### src/mac_stats_pkg.sv
// Constants and types shared by the statistics vector generator
`default_nettype none
package mac_stats_pkg;

  // Vector layout
  localparam int VEC_W      = 40;
  localparam int CH_HI      = 39;
  localparam int CH_LO      = 32;
  localparam int PKT_EN_BIT = 31;
  localparam int PKT_OK_BIT = 30;
  localparam int CLASS_HI   = 29;
  localparam int CLASS_LO   = 24;
  localparam int ERR_BIT    = 23;
  localparam int SPARE_HI   = 22;
  localparam int SPARE_LO   = 21;
  localparam int ERRS_HI    = 20;
  localparam int ERRS_LO    = 16;
  localparam int LEN_HI     = 15;
  localparam int LEN_LO     = 0;

  // Error detail positions inside the five-bit error group
  localparam int E_FRM   = 4;
  localparam int E_FCS   = 3;
  localparam int E_SHORT = 2;
  localparam int E_CHECK = 1;
  localparam int E_LONG  = 0;

  // Length arithmetic
  localparam logic [15:0] MIN_PKT_LEN  = 16'h0040;
  localparam logic [15:0] LT_TYPE_MIN  = 16'h0600;
  localparam logic [15:0] HDR_FCS_LEN  = 16'h0012;
  localparam logic [15:0] VLAN_TAG_LEN = 16'h0004;
  localparam logic [15:0] MIN_PAYLOAD  = 16'h002E;

  // Register offsets
  localparam int          ADDR_W       = 8;
  localparam logic [7:0]  CTRL_ADDR    = 8'h00;
  localparam logic [7:0]  TX_MAX_ADDR  = 8'h04;
  localparam logic [7:0]  RX_MAX_ADDR  = 8'h08;
  localparam logic [7:0]  IRQ_ST_ADDR  = 8'h0C;
  localparam logic [7:0]  IRQ_MSK_ADDR = 8'h10;
  localparam logic [7:0]  FAULT_ADDR   = 8'h14;
  localparam logic [7:0]  BUILD_ADDR   = 8'h18;

  // Reset values
  localparam logic [3:0]  CTRL_RST     = 4'h0;
  localparam logic [15:0] MAX_LEN_RST  = 16'h05EE;
  localparam logic [4:0]  IRQ_MSK_RST  = 5'h00;

  // Control bits
  localparam int CTRL_W            = 4;
  localparam int CTRL_TX_FCS_ERR   = 0;
  localparam int CTRL_FORCE_LOCAL  = 1;
  localparam int CTRL_FORCE_REMOTE = 2;
  localparam int CTRL_FORCE_IDLE   = 3;

  // Interrupt bits
  localparam int IRQ_W      = 5;
  localparam int IRQ_TX_PKT = 0;
  localparam int IRQ_RX_PKT = 1;
  localparam int IRQ_TX_ERR = 2;
  localparam int IRQ_RX_ERR = 3;
  localparam int IRQ_FAULT  = 4;

  // Build defaults
  localparam int WORD_BYTES            = 4;
  localparam int SWC_DEFAULT           = 2;
  localparam int CWC_DEFAULT           = 1;
  localparam int TX_FIFO_DEPTH_DEFAULT = 32;
  localparam int PREAMBLE_W            = 56;

  // Transmit fault state, Gray along none, idle, remote, local
  typedef enum logic [1:0] {
    FAULT_NONE   = 2'b00,
    FAULT_IDLE   = 2'b01,
    FAULT_REMOTE = 2'b11,
    FAULT_LOCAL  = 2'b10
  } fault_state_type;

endpackage
`default_nettype wire

### src/mac_stats_vector_gen.sv
// Per-packet statistics vector generator for transmit and receive
//
// What this block does
// - Channel identifier sits in bits 39:32; zero for a single instance.
// - Bit 31 pulses once per packet and qualifies flags in bits 30:24.
// - Summary error in bit 23, bits 22:21 spare, error details in 20:16.
// - Packet length sits in bits 15:0, valid with bit 31.
// - Transmit and receive vectors share one bit layout.
// - Statistics leave as vector outputs only; no register mirrors them.
// - Transmit framing error: user FCS-error request, protocol error, underrun, overflow.
// - Receive framing error when delineation marks the packet bad.
// - Length-short error for packets below 64 bytes.
// - Length-check error when length field mismatches; disabled by build parameter.
// - Length-long error when packet exceeds that direction's maximum length.
// - Transmit fault state chosen by priority: local, remote, then idle.
// - System word count accepts 1 or 2 four-byte words.
// - Core word count 1 or 2 words, default one.
// - Transmit FIFO depth is a build parameter, default 32.
// - Custom preamble active only when its build parameter is 1.
// - Transmit length check touches statistics only.
// - Receive length check touches datapath and statistics.
//
// Implementation choices: the strobed register port and the address map.
`timescale 1ns/100ps
`default_nettype none
module mac_stats_vector_gen #(
  parameter int          SYSTEM_WORD_COUNT  = mac_stats_pkg::SWC_DEFAULT,
  parameter int          CORE_WORD_COUNT    = mac_stats_pkg::CWC_DEFAULT,
  parameter int          TX_FIFO_DEPTH      = mac_stats_pkg::TX_FIFO_DEPTH_DEFAULT,
  parameter bit          TX_CUSTOM_PREAMBLE = 1'b0,
  parameter bit          TX_LENGTH_FIELD_CHECK = 1'b0,
  parameter bit          RX_LENGTH_FIELD_CHECK = 1'b0,
  parameter logic [7:0]  STAT_CHANNEL_ID    = 8'h00
) (
  // Clock and reset
  input  wire logic        clk_i,
  input  wire logic        rstn_i,
  // Register port
  input  wire logic [7:0]  reg_addr_i,
  input  wire logic [31:0] reg_wdata_i,
  input  wire logic        reg_wr_i,
  input  wire logic        reg_rd_i,
  output logic      [31:0] reg_rdata_o,
  // Transmit packet report
  input  wire logic        tx_pkt_done_i,
  input  wire logic [15:0] tx_pkt_len_i,
  input  wire logic [15:0] tx_len_type_i,
  input  wire logic [5:0]  tx_pkt_class_i,
  input  wire logic        tx_fcs_err_i,
  input  wire logic        tx_proto_err_i,
  input  wire logic        tx_underrun_i,
  input  wire logic        tx_overflow_i,
  // Receive packet report
  input  wire logic        rx_pkt_done_i,
  input  wire logic [15:0] rx_pkt_len_i,
  input  wire logic [15:0] rx_len_type_i,
  input  wire logic [5:0]  rx_pkt_class_i,
  input  wire logic        rx_fcs_err_i,
  input  wire logic        rx_delin_err_i,
  // Fault sources
  input  wire logic        local_fault_i,
  input  wire logic        remote_fault_i,
  input  wire logic        idle_req_i,
  // Custom preamble
  input  wire logic [55:0] tx_preamble_i,
  output logic      [55:0] tx_preamble_o,
  output logic             tx_preamble_en_o,
  // Statistics and status
  output logic      [39:0] tx_stats_vector_o,
  output logic      [39:0] rx_stats_vector_o,
  output logic             rx_len_drop_o,
  output logic      [1:0]  tx_fault_state_o,
  output logic             irq_o
);

  // Build checks
  if (SYSTEM_WORD_COUNT < 1 || SYSTEM_WORD_COUNT > 2)
  begin : g_bad_swc
    $error("system word count must be 1 or 2");
  end
  if (CORE_WORD_COUNT < 1 || CORE_WORD_COUNT > 2)
  begin : g_bad_cwc
    $error("core word count must be 1 or 2");
  end
  if (TX_FIFO_DEPTH < 2 || TX_FIFO_DEPTH > 65535)
  begin : g_bad_depth
    $error("transmit fifo depth out of range");
  end

  localparam logic [3:0]  SYS_BYTES  = 4'(SYSTEM_WORD_COUNT * mac_stats_pkg::WORD_BYTES);
  localparam logic [3:0]  CORE_BYTES = 4'(CORE_WORD_COUNT * mac_stats_pkg::WORD_BYTES);
  localparam logic [15:0] FIFO_DEPTH = 16'(TX_FIFO_DEPTH);

  // Length field compared against the real data length
  function automatic logic len_mismatch(
    input logic [15:0] pkt_len,
    input logic [15:0] len_type,
    input logic        vlan
  );
    logic [15:0] overhead;
    logic [15:0] data_len;
    begin
      overhead = mac_stats_pkg::HDR_FCS_LEN + (vlan ? mac_stats_pkg::VLAN_TAG_LEN : 16'h0000);
      data_len = pkt_len - overhead;
      if (len_type >= mac_stats_pkg::LT_TYPE_MIN)
        len_mismatch = 1'b0;
      else if (pkt_len < overhead)
        len_mismatch = 1'b1;
      else if (len_type < mac_stats_pkg::MIN_PAYLOAD)
        len_mismatch = (data_len != mac_stats_pkg::MIN_PAYLOAD);
      else
        len_mismatch = (data_len != len_type);
    end
  endfunction

  // Shared vector packing for both directions
  function automatic logic [39:0] make_vector(
    input logic [5:0]  pkt_class,
    input logic [4:0]  errs,
    input logic [15:0] pkt_len
  );
    logic [39:0] v;
    begin
      v = '0;
      v[mac_stats_pkg::CH_HI:mac_stats_pkg::CH_LO] = STAT_CHANNEL_ID;
      v[mac_stats_pkg::PKT_EN_BIT] = 1'b1;
      v[mac_stats_pkg::PKT_OK_BIT] = ~|errs;
      v[mac_stats_pkg::CLASS_HI:mac_stats_pkg::CLASS_LO] = pkt_class;
      v[mac_stats_pkg::ERR_BIT] = |errs;
      v[mac_stats_pkg::SPARE_HI:mac_stats_pkg::SPARE_LO] = 2'b00;
      v[mac_stats_pkg::ERRS_HI:mac_stats_pkg::ERRS_LO] = errs;
      v[mac_stats_pkg::LEN_HI:mac_stats_pkg::LEN_LO] = pkt_len;
      make_vector = v;
    end
  endfunction

  // Reset release through two flops
  logic rst_meta;
  logic rst_n;

  always_ff @(posedge clk_i or negedge rstn_i)
  begin
    if (!rstn_i)
    begin
      rst_meta <= 1'b0;
      rst_n    <= 1'b0;
    end
    else
    begin
      rst_meta <= 1'b1;
      rst_n    <= rst_meta;
    end
  end

  // Registers
  logic [3:0]                   ctrl;
  logic [15:0]                  tx_max_len;
  logic [15:0]                  rx_max_len;
  logic [4:0]                   irq_status;
  logic [4:0]                   irq_mask;
  mac_stats_pkg::fault_state_type fault_state;
  mac_stats_pkg::fault_state_type next_fault_state;

  logic wr_ctrl;
  logic wr_tx_max;
  logic wr_rx_max;
  logic wr_irq_st;
  logic wr_irq_msk;

  assign wr_ctrl    = reg_wr_i && (reg_addr_i == mac_stats_pkg::CTRL_ADDR);
  assign wr_tx_max  = reg_wr_i && (reg_addr_i == mac_stats_pkg::TX_MAX_ADDR);
  assign wr_rx_max  = reg_wr_i && (reg_addr_i == mac_stats_pkg::RX_MAX_ADDR);
  assign wr_irq_st  = reg_wr_i && (reg_addr_i == mac_stats_pkg::IRQ_ST_ADDR);
  assign wr_irq_msk = reg_wr_i && (reg_addr_i == mac_stats_pkg::IRQ_MSK_ADDR);

  always_ff @(posedge clk_i or negedge rst_n)
  begin
    if (!rst_n)
    begin
      ctrl       <= mac_stats_pkg::CTRL_RST;
      tx_max_len <= mac_stats_pkg::MAX_LEN_RST;
      rx_max_len <= mac_stats_pkg::MAX_LEN_RST;
      irq_mask   <= mac_stats_pkg::IRQ_MSK_RST;
    end
    else
    begin
      if (wr_ctrl)
        ctrl <= reg_wdata_i[3:0];
      if (wr_tx_max)
        tx_max_len <= reg_wdata_i[15:0];
      if (wr_rx_max)
        rx_max_len <= reg_wdata_i[15:0];
      if (wr_irq_msk)
        irq_mask <= reg_wdata_i[4:0];
    end
  end

  // Transmit framing errors seen during the packet, held until its end
  logic tx_frm_pend;
  logic tx_frm_now;

  assign tx_frm_now = tx_proto_err_i | tx_underrun_i | tx_overflow_i;

  always_ff @(posedge clk_i or negedge rst_n)
  begin
    if (!rst_n)
      tx_frm_pend <= 1'b0;
    else if (tx_pkt_done_i)
      tx_frm_pend <= 1'b0;
    else if (tx_frm_now)
      tx_frm_pend <= 1'b1;
  end

  // Transmit error classification
  logic [4:0] tx_errs;

  always_comb
  begin
    tx_errs = '0;
    tx_errs[mac_stats_pkg::E_FRM] = ctrl[mac_stats_pkg::CTRL_TX_FCS_ERR] | tx_frm_pend
                                    | tx_frm_now;
    tx_errs[mac_stats_pkg::E_FCS] = tx_fcs_err_i;
    tx_errs[mac_stats_pkg::E_SHORT] = tx_pkt_len_i < mac_stats_pkg::MIN_PKT_LEN;
    tx_errs[mac_stats_pkg::E_CHECK] = TX_LENGTH_FIELD_CHECK
        && len_mismatch(tx_pkt_len_i, tx_len_type_i, tx_pkt_class_i[4]);
    tx_errs[mac_stats_pkg::E_LONG] = tx_pkt_len_i > tx_max_len;
  end

  // Receive error classification
  logic [4:0] rx_errs;

  always_comb
  begin
    rx_errs = '0;
    rx_errs[mac_stats_pkg::E_FRM] = rx_delin_err_i;
    rx_errs[mac_stats_pkg::E_FCS] = rx_fcs_err_i;
    rx_errs[mac_stats_pkg::E_SHORT] = rx_pkt_len_i < mac_stats_pkg::MIN_PKT_LEN;
    rx_errs[mac_stats_pkg::E_CHECK] = RX_LENGTH_FIELD_CHECK
        && len_mismatch(rx_pkt_len_i, rx_len_type_i, rx_pkt_class_i[4]);
    rx_errs[mac_stats_pkg::E_LONG] = rx_pkt_len_i > rx_max_len;
  end

  // Transmit vector, one cycle per packet, no datapath effect
  always_ff @(posedge clk_i or negedge rst_n)
  begin
    if (!rst_n)
      tx_stats_vector_o <= '0;
    else if (tx_pkt_done_i)
      tx_stats_vector_o <= make_vector(tx_pkt_class_i, tx_errs, tx_pkt_len_i);
    else
      tx_stats_vector_o <= '0;
  end

  // Receive vector, one cycle per packet
  always_ff @(posedge clk_i or negedge rst_n)
  begin
    if (!rst_n)
      rx_stats_vector_o <= '0;
    else if (rx_pkt_done_i)
      rx_stats_vector_o <= make_vector(rx_pkt_class_i, rx_errs, rx_pkt_len_i);
    else
      rx_stats_vector_o <= '0;
  end

  // Receive length check also marks the packet for the datapath
  always_ff @(posedge clk_i or negedge rst_n)
  begin
    if (!rst_n)
      rx_len_drop_o <= 1'b0;
    else
      rx_len_drop_o <= rx_pkt_done_i && rx_errs[mac_stats_pkg::E_CHECK];
  end

  // Fault state by priority
  always_comb
  begin
    if (local_fault_i || ctrl[mac_stats_pkg::CTRL_FORCE_LOCAL])
      next_fault_state = mac_stats_pkg::FAULT_LOCAL;
    else if (remote_fault_i || ctrl[mac_stats_pkg::CTRL_FORCE_REMOTE])
      next_fault_state = mac_stats_pkg::FAULT_REMOTE;
    else if (idle_req_i || ctrl[mac_stats_pkg::CTRL_FORCE_IDLE])
      next_fault_state = mac_stats_pkg::FAULT_IDLE;
    else
      next_fault_state = mac_stats_pkg::FAULT_NONE;
  end

  always_ff @(posedge clk_i or negedge rst_n)
  begin
    if (!rst_n)
      fault_state <= mac_stats_pkg::FAULT_NONE;
    else
    begin
      case (fault_state)
        mac_stats_pkg::FAULT_NONE,
        mac_stats_pkg::FAULT_IDLE,
        mac_stats_pkg::FAULT_REMOTE,
        mac_stats_pkg::FAULT_LOCAL:
          fault_state <= next_fault_state;
        default:
          fault_state <= mac_stats_pkg::FAULT_NONE;
      endcase
    end
  end

  assign tx_fault_state_o = fault_state;

  // Sticky interrupt status, set wins over clear
  logic [4:0] irq_set;

  always_comb
  begin
    irq_set = '0;
    irq_set[mac_stats_pkg::IRQ_TX_PKT] = tx_pkt_done_i;
    irq_set[mac_stats_pkg::IRQ_RX_PKT] = rx_pkt_done_i;
    irq_set[mac_stats_pkg::IRQ_TX_ERR] = tx_pkt_done_i && (|tx_errs);
    irq_set[mac_stats_pkg::IRQ_RX_ERR] = rx_pkt_done_i && (|rx_errs);
    irq_set[mac_stats_pkg::IRQ_FAULT]  = next_fault_state != fault_state;
  end

  always_ff @(posedge clk_i or negedge rst_n)
  begin
    if (!rst_n)
      irq_status <= '0;
    else if (wr_irq_st)
      irq_status <= (irq_status & ~reg_wdata_i[4:0]) | irq_set;
    else
      irq_status <= irq_status | irq_set;
  end

  always_ff @(posedge clk_i or negedge rst_n)
  begin
    if (!rst_n)
      irq_o <= 1'b0;
    else
      irq_o <= |(irq_status & irq_mask);
  end

  // Custom preamble pass-through
  always_ff @(posedge clk_i or negedge rst_n)
  begin
    if (!rst_n)
    begin
      tx_preamble_o    <= '0;
      tx_preamble_en_o <= 1'b0;
    end
    else
    begin
      tx_preamble_o    <= TX_CUSTOM_PREAMBLE ? tx_preamble_i : '0;
      tx_preamble_en_o <= TX_CUSTOM_PREAMBLE;
    end
  end

  // Read data, valid only in the cycle after the strobe
  logic [31:0] next_rdata;

  always_comb
  begin
    next_rdata = '0;
    case (reg_addr_i)
      mac_stats_pkg::CTRL_ADDR:    next_rdata = {28'h0000000, ctrl};
      mac_stats_pkg::TX_MAX_ADDR:  next_rdata = {16'h0000, tx_max_len};
      mac_stats_pkg::RX_MAX_ADDR:  next_rdata = {16'h0000, rx_max_len};
      mac_stats_pkg::IRQ_ST_ADDR:  next_rdata = {27'h0000000, irq_status};
      mac_stats_pkg::IRQ_MSK_ADDR: next_rdata = {27'h0000000, irq_mask};
      mac_stats_pkg::FAULT_ADDR:   next_rdata = {30'h00000000, fault_state};
      mac_stats_pkg::BUILD_ADDR:
        next_rdata = {FIFO_DEPTH, 3'b000, RX_LENGTH_FIELD_CHECK, TX_LENGTH_FIELD_CHECK,
                      TX_CUSTOM_PREAMBLE, 2'b00, CORE_BYTES, SYS_BYTES};
      default:                     next_rdata = '0;
    endcase
  end

  always_ff @(posedge clk_i or negedge rst_n)
  begin
    if (!rst_n)
      reg_rdata_o <= '0;
    else if (reg_rd_i)
      reg_rdata_o <= next_rdata;
    else
      reg_rdata_o <= '0;
  end

endmodule
`default_nettype wire

### config.mk
export PLATFORM = sky130hd
export DESIGN_NAME = mac_stats_vector_gen
export DESIGN_NICKNAME = d
export VERILOG_FILES = /design/src/mac_stats_pkg.sv /design/src/mac_stats_vector_gen.sv
export SDC_FILE = /design/constraint.sdc
export NUM_CORES = 1
export LEC_CHECK = 0
export BUFFER_PORTS_ARGS = -buffer_cell sky130_fd_sc_hd__buf_2
export CORE_AREA = 4 4 135 150
export DETAILED_ROUTE_END_ITERATION = 12
export DIE_AREA = 0 0 139 154
export PLACE_DENSITY_LB_ADDON = 0.3
export SETUP_SLACK_MARGIN = 0.5
export SLEW_MARGIN = 10
export SYNTH_ARGS = -nofsm -noshare
export SYNTH_HDL_FRONTEND = slang
export SYNTH_SLANG_ARGS = --single-unit
### constraint.sdc
create_clock -name clk_i -period 5.25 [get_ports clk_i]
set_input_delay 1.05 -clock clk_i [delete_from_list [all_inputs] [get_ports clk_i]]
set_output_delay 1.05 -clock clk_i [all_outputs]
set_load 0.01 [all_outputs]
Yosys cells after proc, flatten, opt, wreduce, memory -nomap -nowiden

Index checks and enable logic that the tools add are counted.

Word-level logic and storage cells: 66
Output and inout bits: 173
Input port bits: 187
Flip-flop bits (word level): 164
Memory bits (writable): 0
Latch bits: 0
Memories kept: 0
ROM bits: 0

Order comparisons: 4
Reduce and logical (&&, ||, !) cells: 19
Muxes and demuxes: 11
Equality and inequality tests: 10
Shift-type cells: 0
Multiply operators: 0
Bitwise logic cells: 9
Divide/modulo/power cells: 0
Add/subtract/negate cells: 0

Operators with widths:

| cell                  | number |
|---|---|
| $pmux W22 S7          | 1 |
| $mux W32              | 2 |
| $gt A16 B16 Y1        | 2 |
| $lt A16 B7 Y1 const B | 2 |
| $eq A8 B5 Y1 const B  | 3 |
| $mux W22              | 1 |
| $eq A8 B4 Y1 const B  | 2 |
| $reduce_or A4 Y1      | 3 |
| $and A5 B5 Y5         | 2 |
| $or A5 B5 Y5          | 2 |
| $eq A8 B3 Y1 const B  | 1 |
| $logic_not A8 Y1      | 1 |
| $logic_and A1 B1 Y1   | 7 |
| $mux W2               | 3 |
| $mux W5               | 1 |
| $not A5 Y5            | 1 |
| $reduce_or A5 Y1      | 1 |
| $eq A2 B2 Y1 const B  | 2 |
| $or A1 B1 Y1          | 4 |
| $logic_or A1 B1 Y1    | 3 |
| $mux W1               | 3 |
| $eq A2 B1 Y1 const B  | 1 |
| $logic_not A1 Y1      | 2 |
| $logic_not A2 Y1      | 1 |
| other kinds (2)       | 2 |

Longest topological paths before layout

Word-level depth: 7
Depth in mapped cells: 7
Mapped depth without buffers: 7

Worst setup path after synthesis

Ideal clock, no wire load.

Path type: input to register
Start point: input port tx_pkt_len_i[13]
End point: register irq_status[2]
Cell stages on the path: 6
Buffers on the path: 0
Setup slack: 2.576 ns
Setup time: 0.126 ns
Data required time: 5.124 ns
Data arrival time: 2.548 ns
Cell sequence: ha_1 > nand4_1 > or4_4 > o21ai_0 > a31oi_2 > a221o_1

Cells in the longest elaborated chain, start to end: 5
Elaborated cells on any way between the ends: 7
Classes of those cells: order compare: 2; mux: 1; bitwise: 2; reduce/logical: 2

Ends and longest elaborated chain:

| element                                         | line                                                     | text |
|---|---|---|
| start, declared                                 | mac_stats_vector_gen.sv:46                               | `input wire logic [15:0] tx_pkt_len_i,` |
| $gt A16 B16 Y1 or $lt A16 B7 Y1 (tied branches) | mac_stats_vector_gen.sv:226, mac_stats_vector_gen.sv:223 |  |
| $reduce_or A4 Y1 (*)                            | mac_stats_vector_gen.sv:315                              | `irq_set[mac_stats_pkg::IRQ_TX_ERR] = tx_pkt_done_i && (\|tx_errs);` |
| $logic_and A1 B1 Y1 (*)                         | mac_stats_vector_gen.sv:315                              |  |
| $or A5 B5 Y5 (on tied branches)                 | mac_stats_vector_gen.sv:327, mac_stats_vector_gen.sv:325 |  |
| $mux W5 (*)                                     | mac_stats_vector_gen.sv:324                              | `else if (wr_irq_st)` |
| end signal, assigned                            | mac_stats_vector_gen.sv:325                              | `irq_status <= (irq_status & ~reg_wdata_i[4:0]) \| irq_set;` |
| end signal, assigned                            | mac_stats_vector_gen.sv:327                              | `irq_status <= irq_status \| irq_set;` |
| end, declared                                   | mac_stats_vector_gen.sv:159                              | `logic [4:0] irq_status;` |

Every way passes the cells marked *; elsewhere a longest branch is shown, timed or not.
A chain may end at the register's enable or synchronous reset.

Final worst setup path

Start point: input port reg_addr_i[5]
End point: register reg_rdata_o[3]

Cells in the longest elaborated chain, start to end: 3
Elaborated cells on any way between the ends: 9
Classes of those cells: eq/ne: 6; mux: 2; reduce/logical: 1

Ends and longest elaborated chain:

| element                              | line                        | text |
|---|---|---|
| start, declared                      | mac_stats_vector_gen.sv:39  | `input wire logic [7:0] reg_addr_i,` |
| $eq A8 B5 Y1 (tied with other cells) | mac_stats_vector_gen.sv:359 | `case (reg_addr_i)` |
| $pmux W22 S7 (*)                     | mac_stats_vector_gen.sv:359 |  |
| $mux W22 (*)                         | mac_stats_vector_gen.sv:377 | `else if (reg_rd_i)` |
| end signal, assigned                 | mac_stats_vector_gen.sv:378 | `reg_rdata_o <= next_rdata;` |
| end, declared                        | mac_stats_vector_gen.sv:43  | `output logic [31:0] reg_rdata_o,` |

Marks and branches as above.

==> impl_metrics.yaml <==
setup_path:
  critical_path.endpoint_type: "flop"
  worstPathRequired_ns: 5.53
  timing.critical_path.slowest_stage_cell: "nand4_1"
  critical_path_class: "input pin to flop"
  largest_stage_delay_on_the_critical_path_ns: 0.86
  cp.arrival_ns: 3.21
  critical-path-top-delay-family: "simple AND/OR/NAND/NOR gates"
  cp_num_buf_inv: 1
  critical_path_peak_fanout: 16
  critPathLaunchType: "input pin"
  critical_path.cell_chain: "buf_2, nor3_1, nand4_1, a311oi_1"
yosys:
  synth_area_per_cell_um2: 11.4
  postSynthCellCount: 567
  ys_warn_count: 0
  synth-seq-area-share_pct: 49.6
  synth_cell_types: 53
  synth_area_mm2: 0.00644
  synth_enable_flop_cells: 0
  synth-main-ff-cell: "dfrtp_1"
  ys_async_sr_fraction_pct: 100
  ys_ff_latch: 127
drt:
  route.detailed.vias_per_inst: 4.37
  vias: 4336
  wire_per_inst_um: 15.8
  detailedRoute.firstIterationViolations: 128
  totalWireLength_mm: 15.6
  residual_drc: 0
  drt_pre_antenna_iters: 4
  route.antenna.remaining_nets: 0
sta:
  period_minus_slack_ns: 2.93
  grt_setup_unrepaired: "no"
  final-max-slew-violation-count: 0
  worst_slew_pin_slew_ns: 0.930
  fmax_mhz: 342
  finalHoldWorstSlack_ns: 0.365
  timing.final.hold_violations: 0
  layout_worst_path_cycle_share_pct: 55.8
  fin_worst_skew_ns: 0.00561
  slew_headroom_pct: 38.0
  setup_viol_count_final: 0
  summed_negative_setup_slack_over_all_endpoints_ns: 0
cts:
  cts_repair_resizes: 0
  postCtsHoldBufs: 0
  clk_root_buffer_cell: "clkbuf_16"
  post_cts_buffers: 0
  tritoncts.num_buffers: 17
  clkTransAtPathRegs_ns: 0.06
  cts_max_path_buffers: 2
  tritoncts: "yes"
  clk-insertion-delay-late_ns: 0.42
  count_of_clock_tree_sinks: 127
  cts_max_level: 4
die:
  floorplan.die.width_um: 139
  fp.coreArea_mm2: 0.0188
  fp.dieH_um: 154
  ioPinCount: 360
  fp-row-count: 53
  die_area_mm2: 0.0214
  floorplan.initialDensity_pct: 34.2
finish:
  antenna_cells: 0
  final_layout_size_suffix_gt1_share_pct: 35.3
  area_growth_syn_to_layout_pct: 20.4
  nets: 951
  non_filler_instances: 992
  final.fill_count: 1880
global_routing:
  grt_start_max_net_pins: 73
  antenna_found_initial: 2
  total_congestion_overflow: 0
  wire_length_of_the_first_global_routing_pass_mm: 24.7
  grt_pass1_vias: 4405
  all_layer_global_routing_usage_pct: 14.9
status:
  outcome: "complete, no violations"
power:
  irDropWorstVdd_mv: 0.219
  power.static_leakage_nw: 3.91
  cell_area_power_density_mw_per_mm2: 333
placement:
  dp.final_hpwl_mm: 12.0
  globalplace.congestion: 0.823
  numPortBuffers: 160
  placed_cells_incl_taps: 960
flow_run:
  max_cap_viol_count: 0
worst_hold_path:
  worstHoldPathType: "flop to flop"
placed cells by master (no fill, tap or decap), drive strengths merged, types with 4 or more instances in the layout:
cell / synthesis / layout
clkbuf: 9 / 21
clkinv: 0 / 4
dfstp: 16 / 16
and2: 46 / 46
buf: 100 / 161
conb: 2 / 96
o21ai: 9 / 9
nor3: 9 / 9
nand2: 28 / 28
ha: 32 / 32
nor4: 10 / 10
mux2: 43 / 43
bufinv: 0 / 5
o211ai: 4 / 4
nand3: 8 / 8
nand3b: 4 / 4
nor2: 31 / 31
dfrtp: 111 / 111
inv: 35 / 36
a21oi: 13 / 13
or4: 4 / 4
a22oi: 12 / 12
nand4: 7 / 7
final timing paths:
check / to / slack (ns) / depth (start not counted) / startpoint
max in group asynchronous: irq_mask[3] / 3.49 / 1 / rst_n
min in group asynchronous: rst_n / 0.41 / 1 / rstn_i
worst min register to register: rst_n / 0.36 / 0 / rst_meta
worst min-delay path: rst_n / 0.36 / 0 / rst_meta
worst max-delay path: reg_rdata_o[3] / 2.32 / 4 / reg_addr_i[5]
worst max register to register: tx_stats_vector_o[23] / 3.01 / 7 / tx_max_len[13]
sequential cells by signal, summed over array words and instances (netlist names):
register           count
tx_stats_vector_o     29
irq_status             5
tx_max_len            16
rst_n                  1
tx_fault_state_o       2
tx_frm_pend            1
ctrl                   4
rx_max_len            16
irq_o                  1
reg_rdata_o           17
irq_mask               5
rx_stats_vector_o     29
rst_meta               1
logic make-up after synthesis:
kind of cell,count (synthesis),share of synthesized area (%)
flops,127,49.6
other cells,2,0.117
xor+xnor,2,0.272
mux,46,9.07
simple gates,158,14.4
fa+ha+maj,32,6.21
compound gates,56,5.94
buf+inv,144,14.4
synthesized netlist by cell type (all sizes together) (2+ instances only):
| library cell | instances | area share (%) |
|---|---|---|
| and2 | 46 | 4.5 |
| clkbuf | 9 | 0.52 |
| a22oi | 12 | 1.4 |
| o21ai | 9 | 0.70 |
| ha | 32 | 6.2 |
| mux4 | 2 | 0.82 |
| nor2b | 3 | 0.29 |
| or2 | 2 | 0.19 |
| dfrtp | 111 | 43 |
| nand2 | 28 | 1.6 |
| a21oi | 13 | 1.0 |
| xnor2 | 2 | 0.27 |
| and4 | 3 | 0.41 |
| dfstp | 16 | 6.5 |
| nand4 | 7 | 0.78 |
| a32oi | 3 | 0.41 |
| nand3 | 8 | 0.82 |
| nor3 | 9 | 0.87 |
| conb | 2 | 0.12 |
| nor2 | 31 | 2.0 |
| mux2 | 43 | 8.1 |
| nor4 | 10 | 1.4 |
| o211ai | 4 | 0.47 |
| or4 | 4 | 0.58 |
| nand3b | 4 | 0.47 |
| o21a | 3 | 0.35 |
| inv | 35 | 2.0 |
| buf | 100 | 12 |
| a31oi | 2 | 0.29 |
through the flow:
step	worst slack (ns)	area (µm²)	util, %	total power [mW]
2_1_floorplan	1.48	6800	-	1.27
3_3_place_gp	1.93	7120	37.8	1.32
3_5_place_dp	1.88	7120	37.8	1.32
4_1_cts	2.31	7760	41.2	2.63
5_1_grt	2.23	7760	41.2	2.70
6_report	2.32	7760	41.2	2.58
final cells by class:
| type | instances | area (µm²) | share of cell area (%) |
|---|---|---|---|
| sequential | 127 | 3200 | 41.3 |
| multi-input combinational | 390 | 2670 | 34.4 |
| timing repair buffer | 161 | 808 | 10.4 |
| inverter | 35 | 131 | 1.69 |
| clock buffer | 21 | 450 | 5.81 |
| tap | 247 | 309 | 3.98 |
| clock inverter | 11 | 186 | 2.40 |
layer usage:
| layer | GRT usage (%) | part of all wire [%] |
|---|---|---|
| met5 | 0 | 0.17 |
| met3 | 5.19 | 8.8 |
| met4 | 6.06 | 2.1 |
| met2 | 23.7 | 47 |
| met1 | 18.6 | 42 |
power breakdown:
group          internal, mW  switching (mW)  leakage, nW
clock network         0.853           0.430        0.311
logic                0.0973           0.150         1.99
registers              1.02          0.0294         1.61
(Power assumes the default switching activity.)
